`config.mk`:
```
export PLATFORM = sky130hd
export DESIGN_NAME = emp_port_ctrl
export DESIGN_NICKNAME = d
export VERILOG_FILES = /design/src/hdl/emp_pkg.sv /design/src/hdl/emp_port_ctrl.sv
export SDC_FILE = /design/constraint.sdc
export NUM_CORES = 1
export LEC_CHECK = 0
export BUFFER_PORTS_ARGS = -buffer_cell sky130_fd_sc_hd__buf_2
export CORE_ASPECT_RATIO = 2
export CORE_UTILIZATION = 40
export CTS_CLUSTER_SIZE = 8
export DETAILED_ROUTE_END_ITERATION = 8
export PLACE_DENSITY = 0.67
export SETUP_SLACK_MARGIN = 0.5
export SYNTH_ARGS = -nofsm -noshare
export SYNTH_HDL_FRONTEND = slang
export SYNTH_SLANG_ARGS = --single-unit
```
`constraint.sdc`:
```
create_clock -name clk -period 2.4 [get_ports clk]
set_clock_uncertainty 0.15 [all_clocks]
set_input_delay 0.48 -clock clk [delete_from_list [all_inputs] [get_ports clk]]
set_output_delay 0.48 -clock clk [all_outputs]
set_load 0.1 [all_outputs]
```
`src/hdl/emp_pkg.sv`:
```
package emp_pkg;
  // memory type of each space, as the controller configures it
  typedef enum logic [1:0] {
    EMP_MT_ASYNC = 2'h0,
    EMP_MT_SDRAM = 2'h1,
    EMP_MT_SBSRAM = 2'h2
  } emp_mem_type_t;

  // access size of a request
  typedef enum logic [1:0] {
    EMP_SZ_BYTE = 2'h0,
    EMP_SZ_HALF = 2'h1,
    EMP_SZ_WORD = 2'h2
  } emp_size_t;

  // sequencer states
  typedef enum logic [2:0] {
    EMP_ST_IDLE = 3'h0,
    EMP_ST_SETUP = 3'h1,
    EMP_ST_STROBE = 3'h2,
    EMP_ST_HOLD = 3'h3,
    EMP_ST_ACT = 3'h4,
    EMP_ST_CMD = 3'h5,
    EMP_ST_HELD = 3'h6
  } emp_state_t;

  // space decode: word address bits 31..28, first region code
  localparam int EMP_SPACE_MSB = 31;
  localparam int EMP_SPACE_LSB = 28;
  localparam logic [3:0] EMP_SPACE_BASE = 4'h8;
  localparam int EMP_NUM_SPACES = 4;

  // asynchronous access phases, in clk cycles
  localparam logic [3:0] EMP_SETUP_CYC = 4'h2;
  localparam logic [3:0] EMP_STROBE_CYC = 4'h3;
  localparam logic [3:0] EMP_HOLD_CYC = 4'h1;

  // internal memory clock: half period in clk cycles
  localparam logic [3:0] EMP_INTERNAL_SYS_CLOCK_3_HALF = 4'h2;
endpackage

```
`src/hdl/emp_port_ctrl.sv`:
```
// Behaviour
// - space select chosen from word address bits 31..28, one per region.
// - at most one space select asserted during any external access.
// - byte lane enables decoded from address bit 0 and the access size.
// - byte lanes act as write enables and as the sdram data mask.
// - clock source select: 0 internal divided clock, 1 the input clock pin.
// - clock gate: 0 holds memory clock low, 1 lets it toggle.
// - host drives hold request; device answers with bus release ack.
// - first strobe: async read, sdram cas, burst sram address strobe.
// - second strobe: async output enable, sdram ras, burst sram output enable.
// - third strobe: write enable for all memory types.
// - async memory drives ready; device samples it during async accesses.
module emp_port_ctrl (
  // clock and reset
  input wire logic clk,
  input wire logic rst_n,
  // request from the on-chip memory controller
  input wire logic acc_req,
  input wire logic [31:0] acc_addr,
  input wire logic acc_write,
  input wire emp_pkg::emp_size_t acc_size,
  input wire logic [7:0] space_mem_type,
  output logic acc_busy,
  output logic acc_done,
  output logic acc_err,
  // clock configuration
  input wire logic mem_clock_source_sel,
  input wire logic mem_clock_gate,
  // external pins
  input wire logic mem_clock_in,
  input wire logic async_ready_in,
  input wire logic hold_req_in,
  output logic mem_clock_out,
  output logic space_select_0_n,
  output logic space_select_1_n,
  output logic space_select_2_n,
  output logic space_select_3_n,
  output logic byte_lane_enable_0_n,
  output logic byte_lane_enable_1_n,
  output logic strobe_read_cas_ads_n,
  output logic strobe_oe_ras_n,
  output logic strobe_write_n,
  output logic ctrl_oe,
  output logic bus_release_ack,
  output logic bus_need_out
);
  import emp_pkg::*;

  // pin synchronisers: bit 0 clock in, bit 1 ready, bit 2 hold
  logic [2:0] sync1_q;
  logic [2:0] sync2_q;
  logic clkin_s;
  logic rdy_s;
  logic hold_s;

  always_ff @(posedge clk or negedge rst_n) begin
    if (!rst_n) begin
      sync1_q <= 3'h0;
      sync2_q <= 3'h0;
    end else begin
      sync1_q <= {hold_req_in, async_ready_in, mem_clock_in};
      sync2_q <= sync1_q;
    end
  end
  assign clkin_s = sync2_q[0];
  assign rdy_s = sync2_q[1];
  assign hold_s = sync2_q[2];

  // sequencer state
  emp_state_t st_q, st_d;
  logic [3:0] cnt_q, cnt_d;
  logic [1:0] space_q, space_d;
  emp_mem_type_t mt_q, mt_d;
  logic wr_q, wr_d;
  logic [1:0] lanes_q, lanes_d;
  logic done_d, err_d, busy_d, need_d;
  logic [3:0] nib;
  logic [3:0] off;
  logic [1:0] lane_dec;
  emp_mem_type_t req_mt;

  // lane decode: a byte picks one lane by address bit 0, wider uses both
  always_comb begin
    nib = acc_addr[EMP_SPACE_MSB:EMP_SPACE_LSB];
    off = 4'(nib - EMP_SPACE_BASE);
    case (acc_size)
      EMP_SZ_BYTE: lane_dec = acc_addr[0] ? 2'h2 : 2'h1;
      default: lane_dec = 2'h3;
    endcase
    case (off[1:0])
      2'h0: req_mt = emp_mem_type_t'(space_mem_type[1:0]);
      2'h1: req_mt = emp_mem_type_t'(space_mem_type[3:2]);
      2'h2: req_mt = emp_mem_type_t'(space_mem_type[5:4]);
      default: req_mt = emp_mem_type_t'(space_mem_type[7:6]);
    endcase
  end

  // next state of the access sequencer
  always_comb begin
    st_d = st_q;
    cnt_d = cnt_q;
    space_d = space_q;
    mt_d = mt_q;
    wr_d = wr_q;
    lanes_d = lanes_q;
    done_d = 1'b0;
    err_d = 1'b0;
    need_d = 1'b0;
    case (st_q)
      EMP_ST_IDLE: begin
        // hold wins over a new request so the host is never starved
        if (hold_s) begin
          st_d = EMP_ST_HELD;
        end else if (acc_req) begin
          if (nib >= EMP_SPACE_BASE && off < 4'(EMP_NUM_SPACES)) begin
            space_d = off[1:0];
            mt_d = req_mt;
            wr_d = acc_write;
            lanes_d = lane_dec;
            case (req_mt)
              EMP_MT_ASYNC: begin
                st_d = EMP_ST_SETUP;
                cnt_d = 4'(EMP_SETUP_CYC - 4'h1);
              end
              EMP_MT_SDRAM: st_d = EMP_ST_ACT;
              default: st_d = EMP_ST_CMD;
            endcase
          end else begin
            err_d = 1'b1;
          end
        end
      end
      EMP_ST_SETUP: begin
        if (cnt_q == 4'h0) begin
          st_d = EMP_ST_STROBE;
          cnt_d = 4'(EMP_STROBE_CYC - 4'h1);
        end else begin
          cnt_d = 4'(cnt_q - 4'h1);
        end
      end
      EMP_ST_STROBE: begin
        if (cnt_q != 4'h0) begin
          cnt_d = 4'(cnt_q - 4'h1);
        end else if (rdy_s) begin
          st_d = EMP_ST_HOLD;
          cnt_d = 4'(EMP_HOLD_CYC - 4'h1);
        end
      end
      EMP_ST_HOLD: begin
        if (cnt_q == 4'h0) begin
          st_d = EMP_ST_IDLE;
          done_d = 1'b1;
        end else begin
          cnt_d = 4'(cnt_q - 4'h1);
        end
      end
      EMP_ST_ACT: st_d = EMP_ST_CMD;
      EMP_ST_CMD: begin
        st_d = EMP_ST_IDLE;
        done_d = 1'b1;
      end
      EMP_ST_HELD: begin
        if (!hold_s) begin
          st_d = EMP_ST_IDLE;
        end
        need_d = acc_req;
      end
      default: st_d = EMP_ST_IDLE;
    endcase
    busy_d = (st_d != EMP_ST_IDLE);
  end

  always_ff @(posedge clk or negedge rst_n) begin
    if (!rst_n) begin
      st_q <= EMP_ST_IDLE;
      cnt_q <= 4'h0;
      space_q <= 2'h0;
      mt_q <= EMP_MT_ASYNC;
      wr_q <= 1'b0;
      lanes_q <= 2'h0;
    end else begin
      st_q <= st_d;
      cnt_q <= cnt_d;
      space_q <= space_d;
      mt_q <= mt_d;
      wr_q <= wr_d;
      lanes_q <= lanes_d;
    end
  end

  // pin values for the next cycle, taken from the next state
  logic act_d;
  logic [3:0] sel_n_d;
  logic [1:0] lane_n_d;
  logic rd_n_d, oe_n_d, we_n_d;
  logic ack_d, drive_d;

  always_comb begin
    act_d = (st_d != EMP_ST_IDLE) && (st_d != EMP_ST_HELD);
    sel_n_d = 4'hF;
    if (act_d) begin
      sel_n_d[space_d] = 1'b0;
    end
    lane_n_d = act_d ? ~lanes_d : 2'h3;
    rd_n_d = 1'b1;
    oe_n_d = 1'b1;
    we_n_d = 1'b1;
    case (st_d)
      EMP_ST_STROBE: begin
        rd_n_d = wr_d;
        oe_n_d = wr_d;
        we_n_d = !wr_d;
      end
      EMP_ST_ACT: oe_n_d = 1'b0;
      EMP_ST_CMD: begin
        rd_n_d = 1'b0;
        we_n_d = !wr_d;
        // burst sram output enable on reads
        oe_n_d = (mt_d == EMP_MT_SBSRAM) ? wr_d : 1'b1;
      end
      default: ;
    endcase
    ack_d = (st_d == EMP_ST_HELD);
    drive_d = !ack_d;
  end

  // all pins registered so nothing glitches on the board
  logic [3:0] sel_n_q;
  logic [1:0] lane_n_q;
  logic rd_n_q, oe_n_q, we_n_q, ack_q, drive_q, need_q;
  logic busy_q, done_q, err_q;

  always_ff @(posedge clk or negedge rst_n) begin
    if (!rst_n) begin
      sel_n_q <= 4'hF;
      lane_n_q <= 2'h3;
      rd_n_q <= 1'b1;
      oe_n_q <= 1'b1;
      we_n_q <= 1'b1;
      ack_q <= 1'b0;
      drive_q <= 1'b1;
      need_q <= 1'b0;
      busy_q <= 1'b0;
      done_q <= 1'b0;
      err_q <= 1'b0;
    end else begin
      sel_n_q <= sel_n_d;
      lane_n_q <= lane_n_d;
      rd_n_q <= rd_n_d;
      oe_n_q <= oe_n_d;
      we_n_q <= we_n_d;
      ack_q <= ack_d;
      drive_q <= drive_d;
      need_q <= need_d;
      busy_q <= busy_d;
      done_q <= done_d;
      err_q <= err_d;
    end
  end

  // memory clock: divided internal clock or the sampled input pin;
  // the pin is oversampled, so its edges jitter by one clk period
  logic [3:0] div_q, div_d;
  logic int_clk_q, int_clk_d;
  logic mclk_q, mclk_d;

  always_comb begin
    div_d = 4'(div_q + 4'h1);
    int_clk_d = int_clk_q;
    if (div_q == 4'(EMP_INTERNAL_SYS_CLOCK_3_HALF - 4'h1)) begin
      div_d = 4'h0;
      int_clk_d = !int_clk_q;
    end
    mclk_d = mem_clock_source_sel ? clkin_s : int_clk_q;
    if (!mem_clock_gate) begin
      mclk_d = 1'b0;
    end
  end

  always_ff @(posedge clk or negedge rst_n) begin
    if (!rst_n) begin
      div_q <= 4'h0;
      int_clk_q <= 1'b0;
      mclk_q <= 1'b0;
    end else begin
      div_q <= div_d;
      int_clk_q <= int_clk_d;
      mclk_q <= mclk_d;
    end
  end

  assign space_select_0_n = sel_n_q[0];
  assign space_select_1_n = sel_n_q[1];
  assign space_select_2_n = sel_n_q[2];
  assign space_select_3_n = sel_n_q[3];
  assign byte_lane_enable_0_n = lane_n_q[0];
  assign byte_lane_enable_1_n = lane_n_q[1];
  assign strobe_read_cas_ads_n = rd_n_q;
  assign strobe_oe_ras_n = oe_n_q;
  assign strobe_write_n = we_n_q;
  assign ctrl_oe = drive_q;
  assign bus_release_ack = ack_q;
  assign bus_need_out = need_q;
  assign acc_busy = busy_q;
  assign acc_done = done_q;
  assign acc_err = err_q;
  assign mem_clock_out = mclk_q;

  // checks
  one_select_a: assert property (@(posedge clk) disable iff (!rst_n)
    $countones(~sel_n_q) <= 1) else $error("more than one space select");
  select_decode_a: assert property (@(posedge clk) disable iff (!rst_n)
    (st_q == EMP_ST_IDLE && !hold_s && acc_req && nib == EMP_SPACE_BASE)
    |=> !space_select_0_n) else $error("space select not from address");
  lane_decode_a: assert property (@(posedge clk) disable iff (!rst_n)
    (st_q == EMP_ST_IDLE && !hold_s && acc_req && acc_size == EMP_SZ_BYTE
     && nib >= EMP_SPACE_BASE && off < 4'(EMP_NUM_SPACES) && acc_addr[0])
    |=> (!byte_lane_enable_1_n && byte_lane_enable_0_n)) else $error("bad lane decode");
  lane_mask_a: assert property (@(posedge clk) disable iff (!rst_n)
    (!strobe_write_n || (!strobe_read_cas_ads_n && mt_q == EMP_MT_SDRAM))
    |-> ({byte_lane_enable_1_n, byte_lane_enable_0_n} == ~lanes_q) && (lanes_q != 2'h0))
    else $error("lane enables wrong during access");
  ready_stretch_a: assert property (@(posedge clk) disable iff (!rst_n)
    (st_q == EMP_ST_STROBE && cnt_q == 4'h0 && !rdy_s)
    |=> (st_q == EMP_ST_STROBE && !strobe_oe_ras_n == !wr_q)) else $error("strobe ended early");
  clk_gate_a: assert property (@(posedge clk) disable iff (!rst_n)
    !mem_clock_gate |=> !mem_clock_out) else $error("memory clock not held low");
  clk_source_a: assert property (@(posedge clk) disable iff (!rst_n)
    (mem_clock_gate && mem_clock_source_sel) |=> mem_clock_out == $past(clkin_s))
    else $error("memory clock not from input pin");
  hold_ack_a: assert property (@(posedge clk) disable iff (!rst_n)
    (st_q == EMP_ST_IDLE && hold_s) |=> (bus_release_ack && !ctrl_oe && sel_n_q == 4'hF))
    else $error("hold not acknowledged");
  write_strobe_a: assert property (@(posedge clk) disable iff (!rst_n)
    !strobe_write_n |-> wr_q) else $error("write strobe on a read");
  async_strobe_a: assert property (@(posedge clk) disable iff (!rst_n)
    (!strobe_read_cas_ads_n && mt_q == EMP_MT_ASYNC) |-> (!wr_q && !strobe_oe_ras_n))
    else $error("async read strobe misused");
endmodule

```
# Word-level counts from Yosys, hierarchy flattened
# Index checks and enable logic that the tools add are counted.
# op_classes
add_sub_neg,3
eq_ne,22
n_lt_le_gt_ge,4
n_mux,56
reduce_logical,16
n_bitwise,2
# ops
operator,count
$mux 4,10
$mux 2,15
$mux 3,8
$eq 3x3->1 const B,6
$pmux 3 s6,1
$pmux 4 s4,1
$mux 1,15
$eq 3x2->1 const B,3
$ne 2x2->1 const B,4
$reduce_bool 4->1,2
$reduce_and 7->1,1
$logic_not 2->1,3
$ne 3x3->1 const B,2
$pmux 2 s3,1
$pmux 3 s2,1
$add 4x1->4 const B,1
$eq 2x1->1 const B,2
$eq 2x2->1 const B,2
$eq 4x1->1 const B,1
$ge 4x4->1 const B,1
$logic_not 4->1,1
$lt 4x3->1 const B,1
$not 4->4,1
$pmux 1 s2,2
other kinds (14),18
# totals
regBits,41
inputBits,51
output_inout_bits,16

# Depth between registers and ports, before layout
# logic_depth
depth_word,13
depth_mapped,8
mapped_depth_nobuf,7

# Least setup slack after synthesis
# No wires, ideal clock.
# synth_timing
path_kind,input port to flip-flop
start,in acc_addr[28]
end,reg cnt_q[2]
path_buffers,0
required_time_ps,2129
setup_slack_ps,287
arrival_time_ps,1842
stages,5
cell_sequence,mux4_2 > o31ai_2 > o211ai_2 > o21bai_1 > a22o_1
# synth_via
elab_chain_cells,6
word_cells_on_any_way,12
# synth_rtl
item,line_no,rtl
"start, declared",emp_port_ctrl.sv:19,"input wire logic [31:0] acc_addr,"
$sub 4x4->4,emp_port_ctrl.sv:85,off = 4'(nib - EMP_SPACE_BASE);
$eq 2x2->1 (tied with other cells),emp_port_ctrl.sv:90,case (off[1:0])
$pmux 2 s3,emp_port_ctrl.sv:90,
$logic_not 2->1,emp_port_ctrl.sv:120,case (req_mt)
$ne 2x1->1 (no source line),--,
$reduce_and 7->1 (no source line) (*),--,
"end signal, assigned",emp_port_ctrl.sv:183,cnt_q <= cnt_d;
"end, declared",emp_port_ctrl.sv:71,"logic [3:0] cnt_q, cnt_d;"
# Every way passes the cells marked *; elsewhere a longest branch is shown, timed or not.
# A chain may end at the register's enable or synchronous reset.

# Worst setup path after layout
# layout_timing
start,reg cnt_q[1]
end,reg sel_n_q[2]
# layout_via
elab_chain_cells,6
word_cells_on_any_way,10
# layout_rtl
item,line_no,rtl
$logic_not 4->1 / $reduce_bool 4->1 (equally long branches),"emp_port_ctrl.sv:134, emp_port_ctrl.sv:150, emp_port_ctrl.sv:142",
$mux 3 (on tied branches),"emp_port_ctrl.sv:150, emp_port_ctrl.sv:134, emp_port_ctrl.sv:142",
$pmux 3 s6 (*),emp_port_ctrl.sv:109,case (st_q)
named net st_d[1],emp_port_ctrl.sv:70,"emp_state_t st_q, st_d;"
$ne 3x3->1 / $reduce_bool 3->1 (equally long branches),emp_port_ctrl.sv:199,act_d = (st_d != EMP_ST_IDLE) && (st_d != EMP_ST_HELD);
$logic_and 1x1->1 (*),emp_port_ctrl.sv:199,
$mux 4 (*),emp_port_ctrl.sv:201,if (act_d) begin
named net sel_n_d[2],emp_port_ctrl.sv:193,logic [3:0] sel_n_d;
"end signal, assigned",emp_port_ctrl.sv:247,sel_n_q <= sel_n_d;
"end, declared",emp_port_ctrl.sv:228,logic [3:0] sel_n_q;
# The timed path passes the listed nets; every way through them passes the cells marked *.

==> flow_summary.toml <==
[timing]
fmax_mhz = 476
rsz0062_at_grt = "yes"
hold_viol = 0
fin_crit_sh_pct = 87.6
setup_tns_ns = 0
worstMarginPinSlew_ns = 0.492
drv_slew = 0
period_needed_ns = 2.10
finalWorstSetupSlack_ns = 0.298
setup_viol = 0
relSlewSlack_pct = 67.4

[clock_network]
clk_pin_slew_ns = 0.08
tritoncts = "yes"
cts_buffers = 5
clock_sinks = 41
htreeDepth = 2
clk_latency_ns = 0.29
cts_root_buf = "clkbuf_8"
clockBufferDepth = 2

[yosys]
synth_top_area_share_pct = 42.7
synth_edf_count = 0
yosys_warnings = 0
synthTopCellsByArea = "dfrtp_1 (43%), dfstp_2 (14%), mux2i_1 (4.4%)"
syn_inst = 147
syn_nets = 200
post-synth-top-area-cell = "dfrtp_1"
ys_ff_latch = 41
synth_area_sq_um = 1820
synthDistinctLibCells = 48
ys_dominant_reg_cell = "dfrtp_1"
seq_area_frac_synth_pct = 57.2
ys_async_sr_fraction_pct = 100
syn_area_per_cell_sq_um = 12.4

[power_and_ir_drop]
report.power.total_uw = 3590
peakVddDrop_v = 0.000879
internal_power_uw = 1920
combPwrFrac_pct = 58.8
powerDensity_nw_per_um2 = 1420
clkPwrFrac_pct = 12.3
p_leak_uw = 0.00121
p_sw_uw = 1670
seqPwrFrac_pct = 28.8
switching_share_pct = 46.6

[floorplan]
dieArea_sq_um = 4830
design.core.area_sq_um = 4340
num_rows = 34
die_w_um = 49.6
fp.dieH_um = 97.3
io-pin-count = 67
start_util_pct = 41.8

[placement]
pre_cts_slack_ns = 0.0281
port_buffers = 39
place.gp.congestion = 0.774
place_hpwl_mm = 2.97

[detailed_routing]
num_vias = 1404
ant_nets = 0
routed_wl_mm = 4.29
dr.pass1.iters = 4
viasPerCell = 5.22
wl_per_cell_um = 16.0
dr.first_iter.drc_count = 15
drc_errors = 0

[global_route]
grt.overflow.total = 0
antenna_found_initial = 0
grt_usage_pct = 19.5
grt_pass1_vias = 1546
grt_max_degree = 42
grt_first_pass_wirelength_mm = 7.06

[final_layout]
area_growth_pct = 38.9
final_common_cell = "buf_2"
final_nets = 267
finish.utilization_pct = 58.1
seq_area_sq_um = 1040
fillers = 375
layout_common_cells = "buf_2 (38), dfrtp_1 (31), buf_4 (17)"
layout-drive-gt1-share_pct = 54.4
antenna_cells = 0
multi_input_area_sq_um = 865

[setup_path]
critPathMaxFanout = 7
critical_path_arrival_ns = 2.18
crit_type = "reg2reg"
crit_path_max_incr_delay_ns = 0.41
path_cells = "inv_2, ha_4, nor3b_4, buf_6, mux2i_1, o22ai_2, or3_4, nand4_1"
required_ns = 2.48
end_kind = "flop"
critPathSlowestCell = "dfrtp_1"
cp-start-kind = "flop"

[outcome]
outcome = "finished clean"

[worst_hold_path]
hp-class = "in2reg"

[job]
drv_cap = 0
## synthesized netlist by cell type, drive strengths merged (2+ instances only)
cell,number
nand2b,2
nor3,5
and3b,2
maj3,2
o21bai,2
nor2b,8
inv,10
nand3,3
o21ai,8
ha,2
mux2i,8
mux2,2
dfrtp,31
nor3b,2
xnor2,2
a22o,2
o22ai,2
dfstp,10
buf,4
nand4,4
mux4,2
a21oi,2
nand2,11
nor2,5
## power by group through the flow
stage / Combinational (uW) / Clock (uW) / Sequential [uW]
finish: 2110 / 443 / 1030
detailed placement: 1560 / 0 / 1040
global route: 2240 / 481 / 1050
floorplan: 684 / 0 / 1620
global placement: 1490 / 0 / 1020
CTS: 1830 / 451 / 1030
## critical path, delay by kind of cell (launching register included)
kind,cells,cell delay (ns)
flops,1,0.41
buf+inv,2,0.25
fa+ha+maj,1,0.13
mux,1,0.21
compound gates,1,0.13
simple gates,3,0.75
## worst paths after layout
path                                       from                endpoint  slack, ns  cells after the start
max                        cnt_q[1]$_DFFE_PN0P_    sel_n_q[2]$_DFF_PN1_       0.30                      8
min reg2reg                sync1_q[2]$_DFF_PN0_    sync2_q[2]$_DFF_PN0_       0.20                      0
min                                mem_clock_in    sync1_q[0]$_DFF_PN0_       0.14                      1
max in group asynchronous                 rst_n       ctrl_oe$_DFF_PN1_       1.30                      3
min in group asynchronous                 rst_n  bus_need_out$_DFF_PN0_       0.53                      3
max reg2reg                cnt_q[1]$_DFFE_PN0P_    sel_n_q[2]$_DFF_PN1_       0.30                      8
## cells by family after synthesis
group | after synthesis | share of synthesized area, %
simple gates | 50 | 17.1
flops | 41 | 57.2
xor+xnor | 3 | 1.45
mux | 12 | 8.34
compound gates | 23 | 9.44
buf+inv | 14 | 4.00
fa+ha+maj | 4 | 2.48
## per-layer routing
layer / global-route usage, % / share of wire [%]
met1: 17.8 / 33
met2: 37.1 / 59
met3: 2.97 / 2.9
met4: 13.0 / 5.0
met5: 0 / 0
## metrics by stage
step | area [sq um] | hold WS [ns] | std cells
after detailed placement | 2120 | 0.187 | 242
final | 2520 | 0.142 | 269
after floorplan | 1840 | 0.0344 | 147
after global placement | 2120 | 0.184 | 242
after global routing | 2520 | 0.127 | 269
after CTS | 2400 | 0.135 | 262
## state kept, by name, summed over array words and instances, names as in the netlist, 3 cells and up
signal,count
cnt_q,4
div_q,4
sel_n_q,4
st_q,3
sync1_q,3
sync2_q,3
## timing repair
action,in CTS,in global routing
setup endpoints to repair,18,20
buffers inserted,11,7
gates resized for setup,21,19
hold buffers,1,0
pin swaps,8,9
endpoints found under the hold margin,7,0
## final cells by class
class                   count  share of cell area (%)
multi-input cells          92                    34.3
repair buffers             64                    16.9
clock inverters             3                   0.695
clock buffers               5                    2.73
well taps                  54                    2.68
inverters                  10                    1.49
flip-flops and latches     41                    41.2
Note: power is estimated with default switching activity, not from simulation.
